===== config.mk =====
export PLATFORM = sky130hd
export DESIGN_NAME = input_function_decoder
export DESIGN_NICKNAME = d
export VERILOG_FILES = /design/src/hdl/input_function_decoder.v
export VERILOG_INCLUDE_DIRS = /design/src /design/src/include
export SDC_FILE = /design/constraint.sdc
export NUM_CORES = 1
export LEC_CHECK = 0
export BUFFER_PORTS_ARGS = -buffer_cell sky130_fd_sc_hd__buf_2
export CORE_ASPECT_RATIO = 0.8
export CORE_UTILIZATION = 51
export DETAILED_ROUTE_END_ITERATION = 8
export PLACE_DENSITY = 0.78
export SETUP_SLACK_MARGIN = 0.2
export SLEW_MARGIN = 15
export SYNTH_ARGS = -nofsm -noshare
export SYNTH_HDL_FRONTEND = slang
export SYNTH_SLANG_ARGS = --single-unit

===== constraint.sdc =====
create_clock -name aclk -period 2.3 [get_ports aclk]
set_clock_uncertainty 0.2 [all_clocks]
set_input_delay 0.23 -clock aclk [delete_from_list [all_inputs] [get_ports aclk]]
set_output_delay 0.23 -clock aclk [all_outputs]
set_load 0.05 [all_outputs]

===== src/include/input_decoder_defines.vh =====
// Offsets, field positions, reset values and function codes of the input decoder
`ifndef INPUT_DECODER_DEFINES_VH
`define INPUT_DECODER_DEFINES_VH
// Register byte addresses
`define OFS_INPUT_CFG0   8'h00
`define OFS_CONTROL      8'h20
`define OFS_STATUS       8'h24
`define OFS_IRQ_STATUS   8'h28
`define OFS_IRQ_CLEAR    8'h2c
`define OFS_IRQ_ENABLE   8'h30
// Input config fields
`define CFG_CODE_MSB     5
`define CFG_NC_BIT       8
`define CODE_NONE        6'h3f
// Control fields
`define CTL_RUN_SRC_LSB  0
`define CTL_LOCK_LSB     2
`define CTL_APAIR_LSB    4
`define CTL_ACK_LSB      6
`define CONTROL_RESET    8'h00
// Function codes
`define FN_FWD           6'h00
`define FN_REV           6'h01
`define FN_PRESET1       6'h02
`define FN_JOG           6'h06
`define FN_DCBRAKE       6'h07
`define FN_SET2          6'h08
`define FN_RAMP2         6'h09
`define FN_COAST         6'h0b
`define FN_EXTFAULT      6'h0c
`define FN_STARTLOCK     6'h0d
`define FN_WRLOCK        6'h0f
`define FN_ASWAP         6'h10
`define FN_FAULTACK      6'h12
// Mode values
`define RUN_SRC_TERM     2'h1
`define LOCK_ALL         2'h0
`define LOCK_FREQ        2'h1
`define APAIR_VI         2'h0
`define ACK_RISE         2'h0
`define ACK_FALL         2'h1
// Fault codes
`define FAULT_NONE       8'h00
`define FAULT_THERMAL    8'h0c
`define FAULT_STARTLOCK  8'h0d
// Parameter write classes
`define PCLASS_LOCKSCOPE 2'h0
`define PCLASS_FREQ      2'h1
// Event bits
`define EV_THERMAL       0
`define EV_STARTLOCK     1
`define EV_ACK           2
`define EV_SETCHG        3
`define EV_COUNT         4
// AXI responses
`define RESP_OKAY        2'h0
`define RESP_SLVERR      2'h2
`endif


===== src/hdl/input_function_decoder.v =====
// Programmable digital input function decoder with AXI4-Lite configuration
// Function
// [RULE1] Terminal run source: forward and reverse both active gives stop.
// [RULE2] Codes 02..05 form a four-bit preset frequency index.
// [RULE3] Code 07 engages DC brake; also automatic below ramp-down threshold.
// [RULE4] Code 08 selects second parameter set, only at standstill without run.
// [RULE5] Set change is skipped when issued together with a run command; code holds it and applies it once the run command drops at standstill.
// [RULE6] Code 09 selects second ramp times while active.
// [RULE7] Code 11 disables power stage while active, motor coasts.
// [RULE8] Code 12 activation latches thermal trip until fault acknowledge.
// [RULE9] After acknowledge, running resumes at once if run command present.
// [RULE10] Code 13 with run at power-up latches start lock trip; cleared by ack or removal.
// [RULE11] Write lock with scope 00: only lock scope writable.
// [RULE12] Write lock with scope 01: lock scope and frequency parameters writable.
// [RULE13] Code 16, pair mode 00: voltage input when off, current when on.
// [RULE14] No swap input assigned: setpoint is voltage plus current input.
// [RULE15] Code 18 acknowledges fault; ack mode 00 disables stage while held; code does so only while a run command is present.
// [RULE16] A function code may be assigned to one input only; duplicates refused.
// [RULE17] Per-input polarity, normally open by reset default.
// [RULE18] Acknowledge refuses normally closed; ack mode 01 acts on falling edge.
// [RULE19] Inputs synchronised, polarity adjusted, routed by per-input code.
//
// The AXI4-Lite register port and the register offsets were decided locally.
`timescale 1ns/10ps
`default_nettype none
`include "input_decoder_defines.vh"
module input_function_decoder #(
  parameter NUM_IN = 7,
  parameter AW     = 12
) (
  input  wire              aclk,
  input  wire              aresetn,
  input  wire [7:0]        s_axi_awaddr,
  input  wire              s_axi_awvalid,
  output wire              s_axi_awready,
  input  wire [31:0]       s_axi_wdata,
  input  wire [3:0]        s_axi_wstrb,
  input  wire              s_axi_wvalid,
  output wire              s_axi_wready,
  output reg  [1:0]        s_axi_bresp,
  output reg               s_axi_bvalid,
  input  wire              s_axi_bready,
  input  wire [7:0]        s_axi_araddr,
  input  wire              s_axi_arvalid,
  output wire              s_axi_arready,
  output reg  [31:0]       s_axi_rdata,
  output reg  [1:0]        s_axi_rresp,
  output reg               s_axi_rvalid,
  input  wire              s_axi_rready,
  input  wire [NUM_IN-1:0] term_in,
  input  wire              at_standstill,
  input  wire              below_brake_freq,
  input  wire [AW-1:0]     analog_in_voltage,
  input  wire [AW-1:0]     analog_in_current,
  input  wire              param_wr_req,
  input  wire [1:0]        param_wr_class,
  output wire              param_wr_accept,
  output reg               run_forward,
  output reg               run_reverse,
  output reg  [3:0]        preset_index,
  output reg               jog_active,
  output reg               dc_brake,
  output reg               param_set2,
  output reg               ramp2_select,
  output reg               stage_disable,
  output reg               fault_relay,
  output reg  [7:0]        fault_code,
  output reg  [AW:0]       setpoint,
  output wire              irq
);

  // Configuration state
  reg  [5:0]        code_q [0:NUM_IN-1];
  reg  [NUM_IN-1:0] nc_q;
  reg  [7:0]        control_q;
  reg  [`EV_COUNT-1:0] irq_status_q;
  reg  [`EV_COUNT-1:0] irq_enable_q;
  wire [1:0] run_src    = control_q[`CTL_RUN_SRC_LSB+1:`CTL_RUN_SRC_LSB];
  wire [1:0] lock_scope = control_q[`CTL_LOCK_LSB+1:`CTL_LOCK_LSB];
  wire [1:0] apair_mode = control_q[`CTL_APAIR_LSB+1:`CTL_APAIR_LSB];
  wire [1:0] ack_mode   = control_q[`CTL_ACK_LSB+1:`CTL_ACK_LSB];

  // Per-input synchroniser, polarity and routing
  reg  [NUM_IN-1:0] sync1_q;
  reg  [NUM_IN-1:0] sync2_q;
  wire [63:0]       fn_word [0:NUM_IN-1];
  wire [63:0]       asg_word [0:NUM_IN-1];
  genvar gi;
  generate
    for (gi = 0; gi < NUM_IN; gi = gi + 1) begin : g_in
      // Second stage alone reads the first
      always @(posedge aclk) begin
        if (!aresetn) begin
          sync1_q[gi] <= 1'b0;
          sync2_q[gi] <= 1'b0;
        end else begin
          sync1_q[gi] <= term_in[gi];
          sync2_q[gi] <= sync1_q[gi]; // RULE19
        end
      end
      // Level after polarity, steered to its function
      assign fn_word[gi]  = ((sync2_q[gi] ^ nc_q[gi]) && code_q[gi] != `CODE_NONE) ?
                            (64'h1 << code_q[gi]) : 64'h0; // RULE17 RULE19
      assign asg_word[gi] = (code_q[gi] != `CODE_NONE) ? (64'h1 << code_q[gi]) : 64'h0;
    end
  endgenerate

  // Merge per-input contributions
  reg [63:0] fn_act;
  reg [63:0] fn_asg;
  integer k;
  always @* begin
    fn_act = 64'h0;
    fn_asg = 64'h0;
    for (k = 0; k < NUM_IN; k = k + 1) begin
      fn_act = fn_act | fn_word[k];
      fn_asg = fn_asg | asg_word[k];
    end
  end

  wire fwd_in   = fn_act[`FN_FWD];
  wire rev_in   = fn_act[`FN_REV];
  wire term_src = (run_src == `RUN_SRC_TERM);
  wire run_cmd  = term_src && (fwd_in || rev_in);
  wire wr_lock  = fn_act[`FN_WRLOCK];
  wire ack_in   = fn_act[`FN_FAULTACK];

  // Fault state
  reg        fault_q;
  reg  [7:0] fcode_q;
  reg        ext_prev_q;
  reg        ack_prev_q;
  reg        pwr_armed_q;
  wire       ext_rise  = fn_act[`FN_EXTFAULT] && !ext_prev_q;
  wire       ack_edge  = (ack_mode == `ACK_FALL) ? (ack_prev_q && !ack_in) : (ack_in && !ack_prev_q); // RULE18
  // Settings load after reset, so the power-up check waits until the lock takes effect
  wire       pwr_check = pwr_armed_q && fn_asg[`FN_STARTLOCK] && term_src;
  wire       usp_trip  = pwr_check && fn_asg[`FN_STARTLOCK] && run_cmd;
  wire       usp_drop  = fault_q && fcode_q == `FAULT_STARTLOCK && !run_cmd;

  // Fault latch: a new trip wins over an acknowledge in the same cycle
  always @(posedge aclk) begin
    if (!aresetn) begin
      fault_q    <= 1'b0;
      fcode_q    <= `FAULT_NONE;
      ext_prev_q <= 1'b0;
      ack_prev_q <= 1'b0;
      pwr_armed_q <= 1'b1;
    end else begin
      ext_prev_q <= fn_act[`FN_EXTFAULT];
      ack_prev_q <= ack_in;
      if (pwr_check)
        pwr_armed_q <= 1'b0; // RULE10
      if (ext_rise) begin
        fault_q <= 1'b1; // RULE8
        fcode_q <= `FAULT_THERMAL;
      end else if (usp_trip) begin
        fault_q <= 1'b1; // RULE10
        fcode_q <= `FAULT_STARTLOCK;
      end else if ((fault_q && ack_edge) || usp_drop) begin
        fault_q <= 1'b0; // RULE15 RULE10
        fcode_q <= `FAULT_NONE;
      end
    end
  end

  // Second parameter set, switched only while stopped
  reg set2_q;
  wire set_change = at_standstill && !run_cmd && (fn_act[`FN_SET2] != set2_q); // RULE4 RULE5
  always @(posedge aclk) begin
    if (!aresetn) begin
      set2_q <= 1'b0;
    end else begin
      if (set_change)
        set2_q <= fn_act[`FN_SET2];
    end
  end

  // Drive commands, registered; run follows fault release with no new edge
  wire running = run_cmd && !fault_q;
  wire ack_coast = ack_in && (ack_mode == `ACK_RISE || ack_mode == `ACK_FALL);
  always @(posedge aclk) begin
    if (!aresetn) begin
      run_forward   <= 1'b0;
      run_reverse   <= 1'b0;
      preset_index  <= 4'h0;
      jog_active    <= 1'b0;
      dc_brake      <= 1'b0;
      param_set2    <= 1'b0;
      ramp2_select  <= 1'b0;
      stage_disable <= 1'b0;
      fault_relay   <= 1'b0;
      fault_code    <= `FAULT_NONE;
      setpoint      <= {(AW+1){1'b0}};
    end else begin
      run_forward   <= running && fwd_in && !rev_in; // RULE1 RULE9
      run_reverse   <= running && rev_in && !fwd_in; // RULE1 RULE9
      preset_index  <= fn_act[`FN_PRESET1+3:`FN_PRESET1]; // RULE2
      jog_active    <= fn_act[`FN_JOG];
      dc_brake      <= fn_act[`FN_DCBRAKE] || below_brake_freq; // RULE3
      param_set2    <= set2_q;
      ramp2_select  <= fn_act[`FN_RAMP2]; // RULE6
      stage_disable <= fn_act[`FN_COAST] || (ack_coast && run_cmd); // RULE7 RULE15
      fault_relay   <= fault_q;
      fault_code    <= fcode_q;
      if (!fn_asg[`FN_ASWAP])
        setpoint <= {1'b0, analog_in_voltage} + {1'b0, analog_in_current}; // RULE14
      else if (fn_act[`FN_ASWAP])
        setpoint <= {1'b0, analog_in_current}; // RULE13
      else
        setpoint <= {1'b0, analog_in_voltage}; // RULE13
    end
  end

  // Parameter write filter
  assign param_wr_accept = param_wr_req && (!wr_lock ||
                           param_wr_class == `PCLASS_LOCKSCOPE || // RULE11
                           (lock_scope == `LOCK_FREQ && param_wr_class == `PCLASS_FREQ)); // RULE12

  // Interrupt events
  wire [`EV_COUNT-1:0] events = {set_change, fault_q && ack_edge, usp_trip, ext_rise};
  assign irq = |(irq_status_q & irq_enable_q);

  // Bus write channel: address and data caught in either order
  reg        aw_full_q;
  reg        w_full_q;
  reg  [7:0] aw_addr_q;
  reg [31:0] w_data_q;
  reg  [3:0] w_strb_q;
  assign s_axi_awready = !aw_full_q && !s_axi_bvalid;
  assign s_axi_wready  = !w_full_q && !s_axi_bvalid;
  wire       do_write  = aw_full_q && w_full_q && !s_axi_bvalid;
  wire [7:0] wa        = aw_addr_q;
  wire       wa_cfg    = (wa[7:2] < NUM_IN);
  wire [2:0] wa_idx    = wa[4:2];
  wire [5:0] new_code  = w_data_q[`CFG_CODE_MSB:0];
  wire       new_nc    = w_data_q[`CFG_NC_BIT];

  // Refuse a code already owned by another input, or acknowledge as closer
  reg cfg_bad;
  integer j;
  always @* begin
    cfg_bad = (new_code == `FN_FAULTACK) && new_nc; // RULE18
    for (j = 0; j < NUM_IN; j = j + 1) begin
      if (j != wa_idx && new_code != `CODE_NONE && code_q[j] == new_code)
        cfg_bad = 1'b1; // RULE16
    end
  end

  // Register writes and interrupt status
  integer m;
  always @(posedge aclk) begin
    if (!aresetn) begin
      aw_full_q    <= 1'b0;
      w_full_q     <= 1'b0;
      aw_addr_q    <= 8'h00;
      w_data_q     <= 32'h0;
      w_strb_q     <= 4'h0;
      s_axi_bvalid <= 1'b0;
      s_axi_bresp  <= `RESP_OKAY;
      control_q    <= `CONTROL_RESET;
      irq_enable_q <= {`EV_COUNT{1'b0}};
      irq_status_q <= {`EV_COUNT{1'b0}};
      nc_q         <= {NUM_IN{1'b0}}; // RULE17
      for (m = 0; m < NUM_IN; m = m + 1)
        code_q[m] <= `CODE_NONE;
    end else begin
      if (s_axi_awvalid && s_axi_awready) begin
        aw_full_q <= 1'b1;
        aw_addr_q <= s_axi_awaddr;
      end
      if (s_axi_wvalid && s_axi_wready) begin
        w_full_q <= 1'b1;
        w_data_q <= s_axi_wdata;
        w_strb_q <= s_axi_wstrb;
      end
      if (s_axi_bvalid && s_axi_bready)
        s_axi_bvalid <= 1'b0;
      // Clear first, set after: a same-cycle event survives
      if (do_write && wa == `OFS_IRQ_CLEAR && w_strb_q[0])
        irq_status_q <= (irq_status_q & ~w_data_q[`EV_COUNT-1:0]) | events;
      else
        irq_status_q <= irq_status_q | events;
      if (do_write) begin
        aw_full_q    <= 1'b0;
        w_full_q     <= 1'b0;
        s_axi_bvalid <= 1'b1;
        s_axi_bresp  <= `RESP_OKAY;
        if (wa[1:0] != 2'h0) begin
          s_axi_bresp <= `RESP_SLVERR;
        end else if (wa_cfg) begin
          if (cfg_bad)
            s_axi_bresp <= `RESP_SLVERR;
          else if (w_strb_q[0] && w_strb_q[1]) begin
            code_q[wa_idx] <= new_code;
            nc_q[wa_idx]   <= new_nc;
          end
        end else if (wa == `OFS_CONTROL) begin
          if (w_strb_q[0])
            control_q <= w_data_q[7:0];
        end else if (wa == `OFS_IRQ_ENABLE) begin
          if (w_strb_q[0])
            irq_enable_q <= w_data_q[`EV_COUNT-1:0];
        end else if (wa != `OFS_IRQ_CLEAR && wa != `OFS_STATUS && wa != `OFS_IRQ_STATUS) begin
          s_axi_bresp <= `RESP_SLVERR;
        end
      end
    end
  end

  // Read channel: one word, answered the cycle after the address
  wire [7:0] ra = s_axi_araddr;
  assign s_axi_arready = !s_axi_rvalid;
  always @(posedge aclk) begin
    if (!aresetn) begin
      s_axi_rvalid <= 1'b0;
      s_axi_rdata  <= 32'h0;
      s_axi_rresp  <= `RESP_OKAY;
    end else if (s_axi_arvalid && s_axi_arready) begin
      s_axi_rvalid <= 1'b1;
      s_axi_rresp  <= `RESP_OKAY;
      s_axi_rdata  <= 32'h0;
      if (ra[1:0] != 2'h0)
        s_axi_rresp <= `RESP_SLVERR;
      else if (ra[7:2] < NUM_IN)
        s_axi_rdata <= {23'h0, nc_q[ra[4:2]], 2'h0, code_q[ra[4:2]]};
      else if (ra == `OFS_CONTROL)
        s_axi_rdata <= {24'h0, control_q};
      else if (ra == `OFS_STATUS)
        s_axi_rdata <= {15'h0, set2_q, fcode_q, fault_q, sync2_q ^ nc_q}; // status word, inputs low
      else if (ra == `OFS_IRQ_STATUS)
        s_axi_rdata <= {{(32-`EV_COUNT){1'b0}}, irq_status_q};
      else if (ra == `OFS_IRQ_ENABLE)
        s_axi_rdata <= {{(32-`EV_COUNT){1'b0}}, irq_enable_q};
      else if (ra != `OFS_IRQ_CLEAR)
        s_axi_rresp <= `RESP_SLVERR;
    end else if (s_axi_rready) begin
      s_axi_rvalid <= 1'b0;
    end
  end

endmodule // input_function_decoder
`default_nettype wire


* Word level (Yosys, flattened, before mapping) *
Memories as Yosys holds them, arrays and structs flattened.
Index checks and enable logic that the tools add are counted.

word-level totals
  bits in writable memories = 42
  word-level logic and storage cells = 292
  register bits after elaboration = 132
  memories = 1

memories
  name    depth  width  rd ports  clocked after Yosys merged registers in  write ports  RTL line                     text
  code_q  7      6      8         0                                        7            input_function_decoder.v:73  reg [5:0] code_q [0:NUM_IN-1];

operators by class
  mux-type cells = 70
  $add $sub $neg = 1
  equality and inequality tests = 39
  shift operators = 7
  bitwise operators = 30
  reduce and logical (&&, ||, !) cells = 93
  order comparisons = 5

operator list
  operator                                                                number
  17-bit 2-to-1 mux                                                       11
  19-bit 2-to-1 mux                                                       7
  1-bit by 6-bit left shift with 19-bit output (first input constant)     7
  19-bit OR                                                               6
  17-bit OR                                                               6
  1-bit logical AND                                                       58
  8-bit by 6-bit equality test with 1-bit output (second input constant)  7
  6-bit != test (second input constant)                                   8
  6-bit equality test                                                     7
  8-bit by 6-bit != test with 1-bit output (second input constant)        4
  1-bit 2-to-1 mux                                                        26
  2-bit 2-to-1 mux                                                        13
  4-bit 2-to-1 mux                                                        6
  12-bit by 12-bit adder with 13-bit output                               1
  13-bit 2-to-1 mux                                                       1
  1-bit logical NOT                                                       12
  6-bit by 3-bit < comparator with 1-bit output (second input constant)   2
  12-bit 2-to-1 mux                                                       1
  5-bit AND reduction                                                     2
  2-bit nonzero test                                                      5
  3-bit != test (first input constant)                                    3
  4-bit AND                                                               2
  2-bit by 1-bit equality test with 1-bit output (second input constant)  4
  3-bit by 4-bit < comparator with 1-bit output (second input constant)   2
  other kinds (23)                                                        44

* Longest topological paths before layout *
  word-level depth = 18
  gate-level depth with buffers = 11
  depth with buffers taken out = 11

* Least setup slack after synthesis *
No wires, ideal clock.

  path kind = flip-flop to flip-flop
  from = reg aw_addr_q[3]
  to = mem code_q[3][0] (enable)
  cell stages (with the launch flop) = 9
  buffers on the path = 1
  slack = -161 ps
  data arrival time = 1939 ps
  clock period less this slack = 2461 ps
  cells stage by stage = dfxtp_1 > buf_2 > nor3b_4 > nor4_1 > nand4_1 > nand3_1 > o21a_2 > nor4_4 > nand2b_1

RTL lines
  item                    RTL line                      text
  start, declared         input_function_decoder.v:227  reg [7:0] aw_addr_q;
  start signal, assigned  input_function_decoder.v:270  aw_addr_q <= s_axi_awaddr;
  end, declared           input_function_decoder.v:73

* Final worst setup path *
  from = reg w_data_q[3]
  to = reg nc_q[5]

between the ends
  cells in the longest elaborated chain, start to end = 12
  elaborated cells between the ends (all ways) = 33
  classes of those cells = 9 x eq/ne; 7 x mux; 1 x bitwise; 16 x reduce/logical

RTL lines
  item                                      RTL line                      text
  start, declared                           input_function_decoder.v:228  reg [31:0] w_data_q;
  start signal, assigned                    input_function_decoder.v:274  w_data_q <= s_axi_wdata;
  6-bit != test (no source line)            n/a
  1-bit logical AND (no source line)        n/a
  1-bit logical AND                         input_function_decoder.v:245  if (j != wa_idx && new_code != `CODE_NONE && code_q[j] == new_code)
  1-bit 2-to-1 mux (6 in a row)             input_function_decoder.v:245
  1-bit 2-to-1 mux (*)                      input_function_decoder.v:245
  1-bit NOT (no source line) (*)            n/a
  5-bit AND reduction (no source line) (*)  n/a
  end signal, assigned                      input_function_decoder.v:264  nc_q <= {NUM_IN{1'b0}};
  end signal, assigned by index             input_function_decoder.v:296  nc_q[wa_idx] <= new_nc;
  end, declared                             input_function_decoder.v:74   reg [NUM_IN-1:0] nc_q;

Mark *: on every way between the ends. The rest lies on a longest branch, timed or not.
A chain may end at the register's enable or synchronous reset.

==> results_dict.tcl <==
set metrics [dict create \
    synth_seq_area_share_pct 37.5 \
    grt_antenna_before_repair 2 \
    grt_pass1_vias 9769 \
    relSlewSlack_pct 18.7 \
    port_buffers 118 \
    synthAdderAreaFrac_pct 2.05 \
    clk_pin_slew_ns 0.08 \
    ys_ff_latch 147 \
    die-area_um2 17800 \
    globalplace.congestion 1.03 \
    num_antenna_cells 0 \
    nets 1537 \
    drc 0 \
    drv_cap 0 \
    vias_per_cell 6.69 \
    slew_violations 0 \
    worstPathArrival_ns 3.52 \
    syn_inst 1008 \
    clock-sinks 147 \
    yosys.area_share.simple_pct 26.2 \
    synth_edf_count 36 \
    avgSynthCellArea_um2 8.73 \
    cts_root_buf "clkbuf_16" \
    cp-start-kind "register" \
    firstDrtPassIters 9 \
    netlist_area_um2 8800 \
    fin_util_pct 85.5 \
    synth_top_area_share_pct 25.3 \
    power.density_nw_per_um2 497 \
    drt_iter0_markers 1821 \
    synth_top_family_by_area "simple AND/OR/NAND/NOR gates" \
    power_leakage_nw 5.86 \
    routed_wl_mm 45.9 \
    h-tree-depth 4 \
    die_h_um 119 \
    synthToLayoutAreaGrowth_pct 62.4 \
    ys_types 78 \
    min_path_type "primary input to register" \
    hpwlAfterDp_mm 24.5 \
    cp.required_ns 2.45 \
    start_util_pct 52.7 \
    ys.flop_type "dfxtp_1" \
    status "finished, violations left" \
    violations "negative setup slack" \
    critPathMaxFanout 10 \
    nFillCells 852 \
    rsz0062_at_grt "yes" \
    r2r_slack_ns -1.07 \
    yosysMostFrequentCell "nor2_1" \
    cts_tree "built" \
    clk_latency_ns 0.48 \
    finalPower_mw 7.10 \
    die_w_um 149 \
    synth-compound-area-share_pct 12.4 \
    layout-drive-gt1-share_pct 46.9 \
    cts_buffers 17 \
    endpoint_kind "register" \
    ant_nets 0 \
    vias 11100 \
    ir_drop_uv 542 \
    synth_xor_area_share_pct 6.17 \
    setup_violations 124 \
    grt_pass1_wl_mm 56.1 \
    finalWorstSetupSlack_ns -1.07 \
    grt_max_degree 54 \
    finalCritPeriodShare_pct 146 \
    finalCriticalPeriod_ns 3.37 \
    tightest_slew_ns 1.22 \
    clock_path_buffers 2 \
    timing.fmax_ghz 0.297 \
    grt_usage_pct 42.5 \
    synth_mux_area_share_pct 8.72 \
    hold_viol_final 0 \
    rows 42 \
    synth_top_area_cell "dfxtp_1" \
    yosysWarnings 0 \
    crit_type "register to register" \
    core_um2 16700 \
    synth_top_cells_by_area "dfxtp_1 (25%), edfxtp_1 (12%), mux2i_1 (6.4%)" \
    ys_async_sr_fraction_pct 0 \
    io_pins 171 \
    synth_common_cells "nor2_1 (118), dfxtp_1 (111), nand2_1 (104)" \
    wl_per_cell_um 27.6 \
    grt_overflow 0 \
]
-- layout by cell type, fill, tap and decap left out, types with 12 or more instances in the layout --
cell type	count
a21oi_1	34
a22oi_1	12
a31oi_1	13
and2_1	20
buf_12	12
buf_2	117
buf_4	222
buf_6	55
clkbuf_16	21
conb_1	27
dfxtp_1	94
dfxtp_2	15
dlygate4sd3_1	55
edfxtp_1	36
ha_1	12
inv_1	18
mux2i_1	47
nand2_1	75
nand2_2	24
nand2b_1	13
nand3_1	22
nand3_2	17
nand4_1	23
nor2_1	95
nor2_4	14
o21ai_0	17
xnor2_1	26
xor2_1	20
-- timing repair --
action                                 4_1_cts  5_1_grt
gates resized for setup                    160      148
cloned                                       4        3
pin swaps                                   62       63
endpoints found under the hold margin       42        1
setup endpoints to repair                  134      137
buffers inserted                            27       27
hold buffers                                53        2
-- sequential cells by signal (all words and copies together), names as in the netlist, 2 cells and up --
register,count
sync1_q,7
w_data_q,9
aw_addr_q,8
sync2_q,7
s_axi_rdata,11
control_q,8
nc_q,7
irq_status_q,4
fcode_q,2
fault_code,2
w_strb_q,2
code_q,42
irq_enable_q,4
preset_index,4
setpoint,13
-- report_power, final --
| group | switching (mW) | total [mW] | internal, mW | leakage [nW] |
|---|---|---|---|---|
| Combinational | 0.890 | 1.39 | 0.502 | 4.40 |
| Clock | 1.36 | 2.93 | 1.57 | 0.297 |
| Sequential | 0.0638 | 2.78 | 2.71 | 1.16 |
-- area by class of cell --
cell class | count | area [um^2] | area share [%]
Multi-Input combinational cell | 772 | 6170 | 43.2
Timing Repair Buffer | 468 | 3840 | 26.9
Sequential cell | 147 | 3330 | 23.3
Clock buffer | 20 | 489 | 3.42
Tap cell | 220 | 275 | 1.93
Clock inverter | 12 | 105 | 0.735
Inverter | 23 | 86.3 | 0.604
-- layer usage --
metal  vias up  GRT usage (%)  routed length, um  share of wire, %
li1       4416              -                  -                 -
met1      5150           54.9              15700                34
met2      1136           66.6              19300                42
met3       417           9.31               6630                14
met4         2           21.7               4290               9.3
met5         -              0                 11             0.024
-- logic make-up after synthesis --
logic type | Yosys count
adders and majority gates | 14
xor gates and xnor gates | 62
AOI/OAI and AO/OA | 161
buffers and inverters | 115
muxes | 67
DFF | 147
and+or+nand+nor | 441
other | 1
-- worst max-delay path: stages, from the launching register on --
cell,delay [ns]
dfxtp_2,0.42
buf_12,0.19
xor2_1,0.61
nor4_1,0.15
nand4_1,0.19
nand4_1,0.14
o21a_4,0.25
nor3_4,0.23
buf_6,0.16
buf_6,0.15
a21oi_1,0.25
o21a_1,0.28
-- final timing paths --
path | start | end | cells past startpoint
worst max register to register | w_data_q[3] | nc_q[5] | 11
worst min-delay path | s_axi_araddr[0] | s_axi_rresp[1] | 4
worst min register to register | sync1_q[6] | sync2_q[6] | 1
worst max-delay path | w_data_q[3] | nc_q[5] | 11
-- through the flow --
step	hold WS (ns)	setup slack [ns]	area, um^2	cells	setup TNS [ns]
6_report	0.0309	-1.07	14300	1662	-76.52
4_1_cts	0.00265	-0.285	13300	1630	-17.19
2_1_floorplan	0.130	-0.114	9030	1034	-3.52
3_5_place_dp	0.224	-0.451	11200	1514	-23.08
5_1_grt	0.0511	-0.970	14300	1662	-70.44
3_3_place_gp	0.216	-0.345	11200	1514	-15.58
Note: power is estimated with default switching activity, not from simulation.
